## config.mk

```make
export PLATFORM = sky130hd
export DESIGN_NAME = lamp_check_seq
export DESIGN_NICKNAME = d
export VERILOG_FILES = /design/src/verilog/lamp_check_pkg.sv /design/src/verilog/lamp_check_seq.sv
export SDC_FILE = /design/constraint.sdc
export NUM_CORES = 1
export LEC_CHECK = 0
export BUFFER_PORTS_ARGS = -buffer_cell sky130_fd_sc_hd__buf_2
export CAP_MARGIN = 20
export CELL_PAD_IN_SITES_DETAIL_PLACEMENT = 2
export CELL_PAD_IN_SITES_GLOBAL_PLACEMENT = 2
export CORE_ASPECT_RATIO = 0.9
export CORE_MARGIN = 4
export CORE_UTILIZATION = 34
export CTS_BUF_LIST = sky130_fd_sc_hd__clkbuf_8 sky130_fd_sc_hd__clkbuf_16
export CTS_CLUSTER_DIAMETER = 60
export CTS_CLUSTER_SIZE = 8
export DETAILED_ROUTE_END_ITERATION = 16
export PLACE_DENSITY = 0.85
export SYNTH_ARGS = -nofsm -noshare
export SYNTH_HDL_FRONTEND = slang
export SYNTH_SLANG_ARGS = --single-unit
```

## constraint.sdc

```tcl
create_clock -name clk_sys_i -period 2.6 [get_ports clk_sys_i]
set_input_delay 0.13 -clock clk_sys_i [delete_from_list [all_inputs] [get_ports clk_sys_i]]
set_output_delay 0.13 -clock clk_sys_i [all_outputs]
set_load 0.02 [all_outputs]
```

## src/verilog/lamp_check_pkg.sv

```systemverilog
// Purpose: shared constants and types of the lamp self-test sequencer
// Assumes: 50 MHz system clock, one synchronous active-low reset
// Notes: lamp index equals position in the walking order
package lamp_check_pkg;
	// clock and time base
	localparam int CLK_PERIOD_NS = 20;
	localparam int MS_NS = 1000000;
	localparam int MS_CYCLES = (MS_NS + CLK_PERIOD_NS - 1) / CLK_PERIOD_NS;
	// intervals in milliseconds, derived from printed units
	localparam int FILTER_MS = 250;
	localparam int STEP_S = 1;
	localparam int STEP_MS = STEP_S * 1000;
	localparam int STAGE1_MAX_MIN = 1;
	localparam int STAGE1_MAX_MS = STAGE1_MAX_MIN * 60000;
	// sizes
	localparam int LAMP_COUNT = 62;
	localparam int OPND_COUNT = 64;
	localparam int SEL_W = 6;
	localparam int IDX_W = 6;
	localparam int MS_W = 16;
	localparam int ADDR_W = 8;
	localparam int INT_W = 3;
	// register byte offsets
	localparam logic [7:0] REG_CTRL = 8'h00;
	localparam logic [7:0] REG_STATE = 8'h04;
	localparam logic [7:0] REG_INT_ST = 8'h08;
	localparam logic [7:0] REG_INT_MASK = 8'h0C;
	// field positions
	localparam int CTRL_EN_BIT = 0;
	localparam int CTRL_SEL_LSB = 8;
	localparam int STATE_STAGE_LSB = 0;
	localparam int STATE_ACTIVE_BIT = 4;
	localparam int STATE_IDX_LSB = 8;
	localparam int STATE_FILT_BIT = 16;
	localparam int INT_START_BIT = 0;
	localparam int INT_DONE_BIT = 1;
	localparam int INT_ABORT_BIT = 2;
	// reset values
	localparam logic CTRL_EN_RST = 1'h0;
	localparam logic [5:0] CTRL_SEL_RST = 6'h00;
	localparam logic [2:0] INT_MASK_RST = 3'h0;
	// sequencer stages, gray along idle-1-2-3
	typedef enum logic [1:0] {
		ST_IDLE = 2'b00,
		ST_STAGE1 = 2'b01,
		ST_STAGE2 = 2'b11,
		ST_STAGE3 = 2'b10
	} stage_t;
endpackage

```

## src/verilog/lamp_check_seq.sv

```systemverilog
// Purpose: indicator lamp self-test sequencer with register port
// Assumes: operands and reset button arrive asynchronous to clk_sys_i
// Notes: lamp requests come from logic on the same clock
// Operation
// - enabled test starts from selected operand
// - pattern covers every lamp incl. pushbutton lamps
// - stage one lights all 62 lamps
// - stage one while held, ends after a minute
// - release in stage one enters stage two
// - stage two walks one lit lamp, 1 s
// - walk order column by column, top down
// - stage three follows stage two automatically
// - stage three walks one dark lamp, 1 s
// - new press aborts stage two or three
// - react to both level and rising edge
// - control pulses under 250 ms ignored
// - track requested states, restore them afterward
// - block target reset during the test
// - in-progress flag high for whole test
// - post started event when test begins
`timescale 1ns/1ps
module lamp_check_seq
	import lamp_check_pkg::*;
#(
	parameter int MS_TICK_CYCLES = MS_CYCLES
)
(
	// clock and reset
	input wire logic clk_sys_i,
	input wire logic rst_n_i,
	// register port
	input wire logic [ADDR_W-1:0] addr_i,
	input wire logic [31:0] wr_data_i,
	input wire logic wr_en_i,
	input wire logic rd_en_i,
	output logic [31:0] rd_data_o,
	// operands and faceplate inputs
	input wire logic [OPND_COUNT-1:0] operand_i,
	input wire logic reset_button_i,
	input wire logic [LAMP_COUNT-1:0] lamp_req_i,
	// lamp drive and status outputs
	output logic [LAMP_COUNT-1:0] lamp_o,
	output logic target_reset_o,
	output logic lamp_check_active_flag_o,
	output logic lamp_check_started_event_o,
	output logic irq_o
);

	// single lamp in walking position idx
	function automatic logic [LAMP_COUNT-1:0] lamp_onehot(input logic [IDX_W-1:0] idx);
		logic [LAMP_COUNT-1:0] v;
		v = '0;
		v[idx] = 1'b1;
		return v;
	endfunction

	localparam logic [IDX_W-1:0] IDX_LAST = IDX_W'(LAMP_COUNT - 1);
	localparam logic [MS_W-1:0] FILT_END = MS_W'(FILTER_MS - 1);
	localparam logic [MS_W-1:0] STEP_END = MS_W'(STEP_MS - 1);
	localparam logic [MS_W-1:0] S1_END = MS_W'(STAGE1_MAX_MS - 1);

	logic lamp_check_enable_r;
	logic [SEL_W-1:0] lamp_check_trigger_select_r;
	logic [INT_W-1:0] int_st_r;
	logic [INT_W-1:0] int_mask_r;
	logic [OPND_COUNT-1:0] opnd_s1_r;
	logic [OPND_COUNT-1:0] opnd_s2_r;
	logic rst_btn_s1_r;
	logic rst_btn_s2_r;
	logic [31:0] tick_cnt_r;
	logic tick_r;
	logic ctl_lvl;
	logic [MS_W-1:0] flt_cnt_r;
	logic filt_r;
	logic filt_d_r;
	logic rise;
	stage_t state_r;
	logic [IDX_W-1:0] idx_r;
	logic [MS_W-1:0] ms_cnt_r;
	logic [LAMP_COUNT-1:0] lamp_mem_r;
	logic [LAMP_COUNT-1:0] pattern;
	logic ev_start;
	logic ev_done;
	logic ev_abort;
	logic [INT_W-1:0] ev_vec;
	logic wr_ctrl;
	logic wr_clr;
	logic wr_mask;

	// two-flop synchronisers for outside inputs
	always_ff @(posedge clk_sys_i)
	begin
		if (!rst_n_i)
		begin
			opnd_s1_r <= '0;
			opnd_s2_r <= '0;
			rst_btn_s1_r <= 1'b0;
			rst_btn_s2_r <= 1'b0;
		end
		else
		begin
			opnd_s1_r <= operand_i;
			opnd_s2_r <= opnd_s1_r;
			rst_btn_s1_r <= reset_button_i;
			rst_btn_s2_r <= rst_btn_s1_r;
		end
	end

	// operand selection after the synchroniser
	assign ctl_lvl = opnd_s2_r[lamp_check_trigger_select_r];

	// millisecond tick, the only time base of the block
	always_ff @(posedge clk_sys_i)
	begin
		if (!rst_n_i)
		begin
			tick_cnt_r <= '0;
			tick_r <= 1'b0;
		end
		else if (tick_cnt_r == 32'(MS_TICK_CYCLES - 1))
		begin
			tick_cnt_r <= '0;
			tick_r <= 1'b1;
		end
		else
		begin
			tick_cnt_r <= tick_cnt_r + 32'h1;
			tick_r <= 1'b0;
		end
	end

	// level filter: a change must stand 250 ms before it is believed;
	// granularity is one tick, so the real figure is 249 to 250 ms
	always_ff @(posedge clk_sys_i)
	begin
		if (!rst_n_i)
		begin
			flt_cnt_r <= '0;
			filt_r <= 1'b0;
			filt_d_r <= 1'b0;
		end
		else
		begin
			filt_d_r <= filt_r;
			if (ctl_lvl == filt_r)
				flt_cnt_r <= '0;
			else if (tick_r)
			begin
				if (flt_cnt_r == FILT_END)
				begin
					filt_r <= ctl_lvl;
					flt_cnt_r <= '0;
				end
				else
					flt_cnt_r <= flt_cnt_r + MS_W'(1);
			end
		end
	end

	// qualified press edge, used beside the level
	assign rise = filt_r & ~filt_d_r;

	// sequencer events
	always_comb
	begin
		ev_start = lamp_check_enable_r && state_r == ST_IDLE && rise;
		ev_done = 1'b0;
		ev_abort = 1'b0;
		if (!lamp_check_enable_r)
			ev_abort = state_r != ST_IDLE;
		else if (state_r == ST_STAGE1)
			ev_done = filt_r && tick_r && ms_cnt_r == S1_END;
		else if (state_r == ST_STAGE2 || state_r == ST_STAGE3)
		begin
			ev_abort = rise;
			ev_done = !rise && state_r == ST_STAGE3 && tick_r &&
				ms_cnt_r == STEP_END && idx_r == IDX_LAST;
		end
	end

	// stage sequencer, stage timer and walking index
	always_ff @(posedge clk_sys_i)
	begin
		if (!rst_n_i)
		begin
			state_r <= ST_IDLE;
			idx_r <= '0;
			ms_cnt_r <= '0;
		end
		else if (!lamp_check_enable_r)
		begin
			state_r <= ST_IDLE;
			idx_r <= '0;
			ms_cnt_r <= '0;
		end
		else
		begin
			case (state_r)
				ST_IDLE:
				begin
					idx_r <= '0;
					ms_cnt_r <= '0;
					if (rise)
						state_r <= ST_STAGE1;
				end
				ST_STAGE1:
				begin
					if (!filt_r)
					begin
						state_r <= ST_STAGE2;
						idx_r <= '0;
						ms_cnt_r <= '0;
					end
					else if (tick_r)
					begin
						if (ms_cnt_r == S1_END)
							state_r <= ST_IDLE;
						else
							ms_cnt_r <= ms_cnt_r + MS_W'(1);
					end
				end
				ST_STAGE2, ST_STAGE3:
				begin
					if (rise)
					begin
						state_r <= ST_IDLE;
						idx_r <= '0;
						ms_cnt_r <= '0;
					end
					else if (tick_r)
					begin
						if (ms_cnt_r == STEP_END)
						begin
							ms_cnt_r <= '0;
							if (idx_r == IDX_LAST)
							begin
								idx_r <= '0;
								state_r <= (state_r == ST_STAGE2) ? ST_STAGE3 : ST_IDLE;
							end
							else
								idx_r <= idx_r + IDX_W'(1);
						end
						else
							ms_cnt_r <= ms_cnt_r + MS_W'(1);
					end
				end
				default:
				begin
					state_r <= ST_IDLE;
					idx_r <= '0;
					ms_cnt_r <= '0;
				end
			endcase
		end
	end

	// test pattern for every lamp, pushbutton lamps included
	always_comb
	begin
		case (state_r)
			ST_STAGE1: pattern = '1;
			ST_STAGE2: pattern = lamp_onehot(idx_r);
			ST_STAGE3: pattern = ~lamp_onehot(idx_r);
			default: pattern = lamp_mem_r;
		endcase
	end

	// requested states are recorded in every cycle, test or not,
	// so the lamps come back to the live picture when the test ends
	always_ff @(posedge clk_sys_i)
	begin
		if (!rst_n_i)
		begin
			lamp_mem_r <= '0;
			lamp_o <= '0;
		end
		else
		begin
			lamp_mem_r <= lamp_req_i;
			lamp_o <= pattern;
		end
	end

	// flag, event pulse and gated target reset
	always_ff @(posedge clk_sys_i)
	begin
		if (!rst_n_i)
		begin
			lamp_check_active_flag_o <= 1'b0;
			lamp_check_started_event_o <= 1'b0;
			target_reset_o <= 1'b0;
		end
		else
		begin
			lamp_check_active_flag_o <= state_r != ST_IDLE;
			lamp_check_started_event_o <= ev_start;
			target_reset_o <= rst_btn_s2_r && state_r == ST_IDLE;
		end
	end

	// register write decode
	assign wr_ctrl = wr_en_i && addr_i == REG_CTRL;
	assign wr_clr = wr_en_i && addr_i == REG_INT_ST;
	assign wr_mask = wr_en_i && addr_i == REG_INT_MASK;

	// control and mask registers
	always_ff @(posedge clk_sys_i)
	begin
		if (!rst_n_i)
		begin
			lamp_check_enable_r <= CTRL_EN_RST;
			lamp_check_trigger_select_r <= CTRL_SEL_RST;
			int_mask_r <= INT_MASK_RST;
		end
		else
		begin
			if (wr_ctrl)
			begin
				lamp_check_enable_r <= wr_data_i[CTRL_EN_BIT];
				lamp_check_trigger_select_r <= wr_data_i[CTRL_SEL_LSB +: SEL_W];
			end
			if (wr_mask)
				int_mask_r <= wr_data_i[INT_W-1:0];
		end
	end

	// sticky status, write one clears; a same-cycle event wins
	assign ev_vec = {ev_abort, ev_done, ev_start};
	always_ff @(posedge clk_sys_i)
	begin
		if (!rst_n_i)
			int_st_r <= '0;
		else if (wr_clr)
			int_st_r <= (int_st_r & ~wr_data_i[INT_W-1:0]) | ev_vec;
		else
			int_st_r <= int_st_r | ev_vec;
	end

	// level interrupt from the registered status
	always_ff @(posedge clk_sys_i)
	begin
		if (!rst_n_i)
			irq_o <= 1'b0;
		else
			irq_o <= |(int_st_r & int_mask_r);
	end

	// read data valid only in the cycle after the strobe
	always_ff @(posedge clk_sys_i)
	begin
		if (!rst_n_i)
			rd_data_o <= '0;
		else
		begin
			rd_data_o <= '0;
			if (rd_en_i)
			begin
				case (addr_i)
					REG_CTRL:
					begin
						rd_data_o[CTRL_EN_BIT] <= lamp_check_enable_r;
						rd_data_o[CTRL_SEL_LSB +: SEL_W] <= lamp_check_trigger_select_r;
					end
					REG_STATE:
					begin
						rd_data_o[STATE_STAGE_LSB +: 2] <= state_r;
						rd_data_o[STATE_ACTIVE_BIT] <= state_r != ST_IDLE;
						rd_data_o[STATE_IDX_LSB +: IDX_W] <= idx_r;
						rd_data_o[STATE_FILT_BIT] <= filt_r;
					end
					REG_INT_ST: rd_data_o[INT_W-1:0] <= int_st_r;
					REG_INT_MASK: rd_data_o[INT_W-1:0] <= int_mask_r;
					default: rd_data_o <= '0;
				endcase
			end
		end
	end

	// checks on the sequencer
	AST_START_EVENT: assert property (@(posedge clk_sys_i) disable iff (!rst_n_i)
		(state_r == ST_IDLE && lamp_check_enable_r && rise) |=>
		(lamp_check_started_event_o && state_r == ST_STAGE1))
		else $error("start did not post event");

	AST_STAGE1_ALL_ON: assert property (@(posedge clk_sys_i) disable iff (!rst_n_i)
		(state_r == ST_STAGE1) |=> (lamp_o == {LAMP_COUNT{1'b1}}))
		else $error("stage one lamps not all lit");

	AST_STAGE1_TIMEOUT: assert property (@(posedge clk_sys_i) disable iff (!rst_n_i)
		(state_r == ST_STAGE1 && lamp_check_enable_r && filt_r && tick_r &&
		ms_cnt_r == S1_END) |=> (state_r == ST_IDLE))
		else $error("stage one did not end at one minute");

	AST_RELEASE_TO_S2: assert property (@(posedge clk_sys_i) disable iff (!rst_n_i)
		(state_r == ST_STAGE1 && lamp_check_enable_r && !filt_r) |=>
		(state_r == ST_STAGE2 && idx_r == '0) ##1 (lamp_o == lamp_onehot('0)))
		else $error("release did not enter stage two");

	AST_ABORT: assert property (@(posedge clk_sys_i) disable iff (!rst_n_i)
		((state_r == ST_STAGE2 || state_r == ST_STAGE3) && rise) |=>
		(state_r == ST_IDLE) ##1 !lamp_check_active_flag_o)
		else $error("press did not abort the walk");

	AST_WALK_STEP: assert property (@(posedge clk_sys_i) disable iff (!rst_n_i)
		((state_r == ST_STAGE2 || state_r == ST_STAGE3) && lamp_check_enable_r &&
		!rise && tick_r && ms_cnt_r == STEP_END && idx_r != IDX_LAST) |=>
		(idx_r == $past(idx_r) + IDX_W'(1) && ms_cnt_r == '0))
		else $error("walk step wrong");

	AST_S2_TO_S3: assert property (@(posedge clk_sys_i) disable iff (!rst_n_i)
		(state_r == ST_STAGE2 && lamp_check_enable_r && !rise && tick_r &&
		ms_cnt_r == STEP_END && idx_r == IDX_LAST) |=>
		(state_r == ST_STAGE3) ##1 (lamp_o == ~lamp_onehot('0)))
		else $error("stage three did not follow");

	AST_FLAG_TRACKS: assert property (@(posedge clk_sys_i) disable iff (!rst_n_i)
		##1 (lamp_check_active_flag_o == ($past(state_r) != ST_IDLE)))
		else $error("in-progress flag wrong");

	AST_TARGET_BLOCK: assert property (@(posedge clk_sys_i) disable iff (!rst_n_i)
		lamp_check_active_flag_o |-> !target_reset_o)
		else $error("target reset during test");

	// the record needs one clean edge after reset before it mirrors the requests
	AST_RESTORE: assert property (@(posedge clk_sys_i) disable iff (!rst_n_i)
		(state_r == ST_IDLE && $past(state_r) == ST_IDLE && $past(rst_n_i)) |=>
		(lamp_o == $past(lamp_req_i, 2)))
		else $error("lamps not showing requested states");

	AST_FILTER: assert property (@(posedge clk_sys_i) disable iff (!rst_n_i)
		$changed(filt_r) |-> ($past(flt_cnt_r) == FILT_END && $past(tick_r)))
		else $error("filter changed before 250 ms");

	AST_DISABLED: assert property (@(posedge clk_sys_i) disable iff (!rst_n_i)
		(!lamp_check_enable_r ##1 !lamp_check_enable_r) |=> !lamp_check_active_flag_o)
		else $error("flag high while disabled");

	// a one-cycle divider ticks on every edge, any longer one never twice in a row
	AST_TICK: assert property (@(posedge clk_sys_i) disable iff (!rst_n_i)
		tick_r |=> (tick_r == (MS_TICK_CYCLES == 1)))
		else $error("tick longer than one cycle");

endmodule
```

## After elaboration in Yosys (flattened, before gate mapping)

Index checks and enable logic that the tools add are counted.

| word-level totals | value |
|---|---|
| bits of input ports | 171 |
| flip-flop bits (word level) | 378 |

| operators by class | value |
|---|---|
| eq/ne operators | 20 |
| order comparisons | 3 |
| reductions and logical operators | 29 |
| mux-type cells | 41 |
| bitwise gates (word level) | 10 |
| add/sub/neg operators | 4 |

Operator list:

| operator | number |
|---|---|
| $pmux W62 S3 | 1 |
| $mux W16 | 7 |
| $not A62 Y62 | 1 |
| $pmux W16 S3 | 1 |
| $add A16 B1 Y16 const B | 2 |
| $add A32 B1 Y32 const B | 1 |
| $eq A32 B16 Y1 const B | 1 |
| $mux W6 | 5 |
| $mux W2 | 9 |
| $pmux W6 S3 | 1 |
| $eq A16 B10 Y1 const B | 1 |
| $eq A16 B16 Y1 const B | 1 |
| $eq A16 B8 Y1 const B | 1 |
| $eq A8 B4 Y1 const B | 2 |
| $ne A3 B3 Y1 const B | 5 |
| $lt A6 B7 Y1 const B | 2 |
| $logic_and A1 B1 Y1 | 13 |
| $pmux W6 S2 | 1 |
| $reduce_and A3 Y1 | 4 |
| $mux W1 | 9 |
| $eq A8 B3 Y1 const B | 1 |
| $logic_not A8 Y1 | 1 |
| $add A6 B1 Y6 const B | 1 |
| $and A3 B3 Y3 | 2 |
| other kinds (26) | 34 |

## Longest topological paths before layout

| logic depth | value |
|---|---|
| word-level depth | 12 |
| gate-level depth with buffers | 12 |
| mapped depth without buffers | 8 |

## Least setup slack after synthesis

No wires, ideal clock.

| timing path | value |
|---|---|
| path type | register to register |
| start | register lamp_check_trigger_select_r[0] |
| end | register flt_cnt_r[14] |
| arrival time | 2.019 ns |
| data required time | 2.520 ns |
| path slack | 0.501 ns |
| path buffers | 4 |
| cell stages (with the launch flop) | 12 |
| setup time | 0.080 ns |
| clock period less this slack | 2.099 ns |
| cell sequence | dfxtp_1 buf_6 buf_12 mux2i_1 a22oi_1 nand2_1 o31ai_1 nor3_1 or3_1 buf_6 buf_6 a211oi_2 |

| on the way | value |
|---|---|
| longest elaborated chain between the ends | 4 |

Ends and longest elaborated chain:

| element | line | source |
|---|---|---|
| start: declaration | lamp_check_seq.sv:63 | `logic [SEL_W-1:0] lamp_check_trigger_select_r;` |
| start signal: assignment | lamp_check_seq.sv:320 | `lamp_check_trigger_select_r <= wr_data_i[CTRL_SEL_LSB +: SEL_W];` |
| $bmux W1 S6 | lamp_check_seq.sv:110 | `assign ctl_lvl = opnd_s2_r[lamp_check_trigger_select_r];` |
| $mux W1 (implied by the code) | lamp_check_seq.sv:110 |  |
| $eq A1 B1 Y1 | lamp_check_seq.sv:145 | `if (ctl_lvl == filt_r)` |
| $reduce_or A2 Y1 (no source line) | - |  |
| end signal: assignment | lamp_check_seq.sv:155 | `flt_cnt_r <= flt_cnt_r + MS_W'(1);` |
| end: declaration | lamp_check_seq.sv:73 | `logic [MS_W-1:0] flt_cnt_r;` |

Every way passes these cells. The select of a mux whose other input is x is not followed.
A chain may end at the register's enable or synchronous reset.

## Final worst setup path

| timing path | value |
|---|---|
| start | register lamp_check_trigger_select_r[0] |
| end | register flt_cnt_r[2] |

Same word-level chain as after synthesis.

==> run summary <==
The final hold violation count came out at 0. The floorplan step set the die width to 218 um. Yosys instantiated no cell more often than sky130_fd_sc_hd__dfxtp_1. For this run, the number of standard cells in the final layout without fillers is 2284. The share of layout cells above drive strength 1 is 0.192. The worst-case headroom to the max-slew limit came out at 0.292. The largest individual stage delay along the critical path comes from the cell sky130_fd_sc_hd__dfxtp_2. The initial antenna violation count came out at 5. STA classifies the critical path startpoint as a flip-flop. By startpoint and endpoint, the worst setup path is classified as flip-flop to flip-flop. The critical path contains buffers and inverters numbering 2 combined. The number of pins exceeding their max-slew limit in the final report is 0. The cell area after synthesis came out at 13400 um^2. For the pin with the worst max-slew slack, the measured transition is 1.06 ns. Entering global routing, the biggest net connects 104 pins. The clock edge transition at the registers on the reported setup and hold paths came out at 0.05 ns.

The total number of placement rows is 68. The final routed DRC violation total is 0. The die covers 42800 um^2. For this block, the routed nets add up to 55.6 mm of wire. Counting every sink on the clock net gives 357. The total number of vias is 11451. The number of cell instances on the worst register-to-register path came out at 9. The worst-case IR drop observed on VDD is 0.560 mV.

The commonest cells after synthesis are 357 x sky130_fd_sc_hd__dfxtp_1, 203 x sky130_fd_sc_hd__and2_1, 108 x sky130_fd_sc_hd__nand2_1. In this design, the largest share of critical-path delay is due to compound AO/OA/AOI/OAI gates. In this run the critical register-to-register path is launched from lamp_check_trigger_select_r[0]. The final non-filler cell area is 17800 um^2. The post-detailed-route wirelength per cell is 24.3 um. The synthesized area per cell came out at 9.65 um^2. The flow ran to the end, and the final reports show no timing, DRC or antenna violations. The worst register-to-register path ends at flt_cnt_r[2]. The data required time at the worst endpoint came out at 3.09 ns.

The endpoint of the most critical setup path is flt_cnt_r[2]. Of the post-synthesis cell area, the dominant cell type holds 0.532. The final period utilization is 0.968. Sorting the synthesized cells by area gives the leading types as sky130_fd_sc_hd__dfxtp_1 53%, sky130_fd_sc_hd__and2_1 9.4%, sky130_fd_sc_hd__xnor2_1 5.1%.

TritonCTS built the clock tree. From synthesis to final layout, the design area changed by 32.3%. For this run, the register share of the synthesized area comes to 0.532.

The instance area after placement came out at 15000 um^2. The biggest cell delay along the critical path is 0.42 ns. The signal on the critical path passes through buf_12 > mux2i_1 > a22oi_1 > nand2_1 > o31ai_1 > nor3_2 > or3_1 > buf_4 > a211oi_2. The instance count on the critical path is 9. The minimum period implied by the final worst setup slack came out at 2.52 ns. At the later pin of the worst-skew pair, clock insertion delay measures 0.59 ns. 269 I/O pins were placed.

For this design the ratio of total power to cell area is 696 nW/um^2. The number of global-route vias before repair came out at 13168. The tightest min-delay check is of the input pin to flip-flop type. Between clock sinks in the finished design, the worst skew comes to 0.0225 ns. The leakage dissipation is 7.24 nW.

The number of CTS-inserted buffers came out at 50. In this run the worst setup path begins at lamp_check_trigger_select_r[0]. Detailed placement ended at an HPWL of 29.8 mm. The fraction of registers with async set/reset came out at 0. Among all flip-flop cells after synthesis, the most frequent one is sky130_fd_sc_hd__dfxtp_1. The average vias per placed instance came out at 5.01.

The maximum level of the CTS H-tree is 2. The master cell of the clock root buffer is sky130_fd_sc_hd__clkbuf_16. The total area inside the core boundary comes to 38700 um^2. Global routing finished with a remaining overflow of 0. The biggest area contributor in the post-synthesis netlist is sky130_fd_sc_hd__dfxtp_1. For this run, the top clock speed supported by timing is 0.397 GHz. Synthesis produced a netlist whose cell count is 1393. The initial utilization of the core area, before any placement, comes to 0.347. The die extent in y came out at 197 um. At the end of the flow, the number of nets in the layout was 1927. Before antenna repair, the detailed router went through 5 iterations. Setup violations remaining at the end of the flow were counted as 0. The maximum fanout encountered on the critical timing path came out at 16. The number of library cell types mapped by synthesis is 58.

For this run, the total global-route usage over all layers was measured as 0.251. The yosys synthesis warning count is 0. Including well taps, the total number of placed cells is 2083. The max-cap check violation count came out at 0. The endpoint arrival time on the critical path came out at 3.00 ns. No sink is reached through more buffers than the 3 on the longest clock path.

The slack of the worst reg-to-reg path came out at 0.08 ns. STA classifies the critical path endpoint as a flip-flop. Once detail routing completed, the nets flagged for antenna violations numbered 0. Input and output buffers added on the ports amount to 224. The first global-routing pass estimated 82.4 mm of wire.

The number of flops mapped to enable cells by yosys is 0. The total of flip-flops plus latches after synthesis came out at 357. At the end of routability-driven placement, the weighted congestion stood at 0.784.

In this run, the number of DRC markers left after iteration 0 of detailed routing was 471.
[where the power goes]
| group | total [mW] | internal, mW | switching [mW] |
|---|---|---|---|
| clock network | 5.89 | 3.38 | 2.51 |
| logic | 0.743 | 0.354 | 0.389 |
| registers | 5.75 | 5.67 | 0.0819 |
[flip-flops by register name, indices dropped and copies added, names as in the netlist]
register                     flops
filt_d_r                         1
filt_r                           1
flt_cnt_r                       16
idx_r                            6
int_mask_r                       3
int_st_r                         3
irq_o                            1
lamp_check_active_flag_o         1
lamp_check_enable_r              1
lamp_check_started_event_o       1
lamp_check_trigger_select_r      6
lamp_mem_r                      62
lamp_o                          62
ms_cnt_r                        16
opnd_s1_r                       64
opnd_s2_r                       64
rd_data_o                       11
rst_btn_s1_r                     1
rst_btn_s2_r                     1
state_r                          2
target_reset_o                   1
tick_cnt_r                      32
tick_r                           1
[layout make-up]
| class | instances | area (um^2) |
|---|---|---|
| sequential | 357 | 7150 |
| timing repair buffer | 394 | 2810 |
| clock inverter | 7 | 48.8 |
| multi-input combinational | 931 | 5800 |
| inverter | 16 | 60.1 |
| clock buffer | 50 | 1250 |
| tap | 525 | 657 |
| antenna | 4 | 10.0 |
| fill | 4014 | 20900 |
[logic make-up (layout without fill, tap and decap cells)]
logic type | count (synthesis) | in the layout | synth area share
buffers and inverters | 125 | 467 | 0.0452
AND/OR/NAND/NOR | 538 | 538 | 0.213
multiplexers | 51 | 51 | 0.0382
adder cells (fa/ha/maj) | 6 | 6 | 0.00559
other | 1 | 25 | 0.000279
flip-flops | 357 | 357 | 0.532
AO/OA/AOI/OAI | 194 | 194 | 0.0869
XOR/XNOR | 121 | 121 | 0.0788
[worst register-to-register path, stage by stage, from the launching register on]
cell                       delay, ns
sky130_fd_sc_hd__dfxtp_2        0.42
sky130_fd_sc_hd__buf_12         0.21
sky130_fd_sc_hd__mux2i_1        0.12
sky130_fd_sc_hd__a22oi_1        0.19
sky130_fd_sc_hd__nand2_1        0.10
sky130_fd_sc_hd__o31ai_1        0.39
sky130_fd_sc_hd__nor3_2         0.10
sky130_fd_sc_hd__or3_1          0.38
sky130_fd_sc_hd__buf_4          0.23
sky130_fd_sc_hd__a211oi_2       0.27
[layout by cell type (no fill, tap or decap), types with 26 or more instances in the layout]
cell type,instances
sky130_fd_sc_hd__a21oi_1,76
sky130_fd_sc_hd__and2_1,203
sky130_fd_sc_hd__buf_2,223
sky130_fd_sc_hd__buf_4,26
sky130_fd_sc_hd__clkbuf_16,51
sky130_fd_sc_hd__dfxtp_1,354
sky130_fd_sc_hd__dlygate4sd3_1,139
sky130_fd_sc_hd__mux2i_1,49
sky130_fd_sc_hd__nand2_1,108
sky130_fd_sc_hd__nand3_1,30
sky130_fd_sc_hd__nor2_1,93
sky130_fd_sc_hd__o21ai_0,67
sky130_fd_sc_hd__xnor2_1,79
sky130_fd_sc_hd__xor2_1,42
[what timing repair did]
action,CTS,global route
pin swaps,0,0
endpoints found under the setup margin,2,18
hold buffers,139,0
gates cloned,0,1
hold endpoints to repair,144,0
setup buffers,0,0
resized for setup,1,8
[worst min path at each step]
| stage | from | end | slack [ns] | depth (start not counted) |
|---|---|---|---|---|
| after floorplan | addr_i[3] | rd_data_o[4] | 0.21 | 1 |
| after global placement | reset_button_i | rst_btn_s1_r | 0.34 | 2 |
| after detailed placement | lamp_req_i[35] | lamp_mem_r[35] | 0.34 | 2 |
| after CTS | rst_n_i | tick_r | 0.002 | 2 |
| after global routing | rst_n_i | tick_r | 0.04 | 2 |
| final | rst_n_i | tick_r | 0.01 | 2 |
[per-stage QoR]
| stage | hold WS, ns | utilization | TNS (ns) | total power, mW | worst slack (ns) |
|---|---|---|---|---|---|
| floorplan | 0.209 | - | 0 | 6.12 | 0.501 |
| global placement | 0.338 | 0.388 | 0 | 6.32 | 0.239 |
| detailed placement | 0.341 | 0.388 | -0.0143 | 6.36 | -0.00568 |
| CTS | 0.00191 | 0.458 | 0 | 12.3 | 0.0273 |
| global route | 0.0363 | 0.460 | -0.0120 | 12.8 | -0.00936 |
| finish | 0.0149 | 0.460 | 0 | 12.4 | 0.0820 |
[metal layers]
metal / vias to the layer above / track usage / wire length, um
met3: 139 / 0.0470 / 2290
met1: 5695 / 0.276 / 21200
li1: 5268 / - / -
met5: - / 0 / 0
met4: 0 / 0.136 / 3020
met2: 349 / 0.457 / 29000
Power figures use the tool's default switching activity.
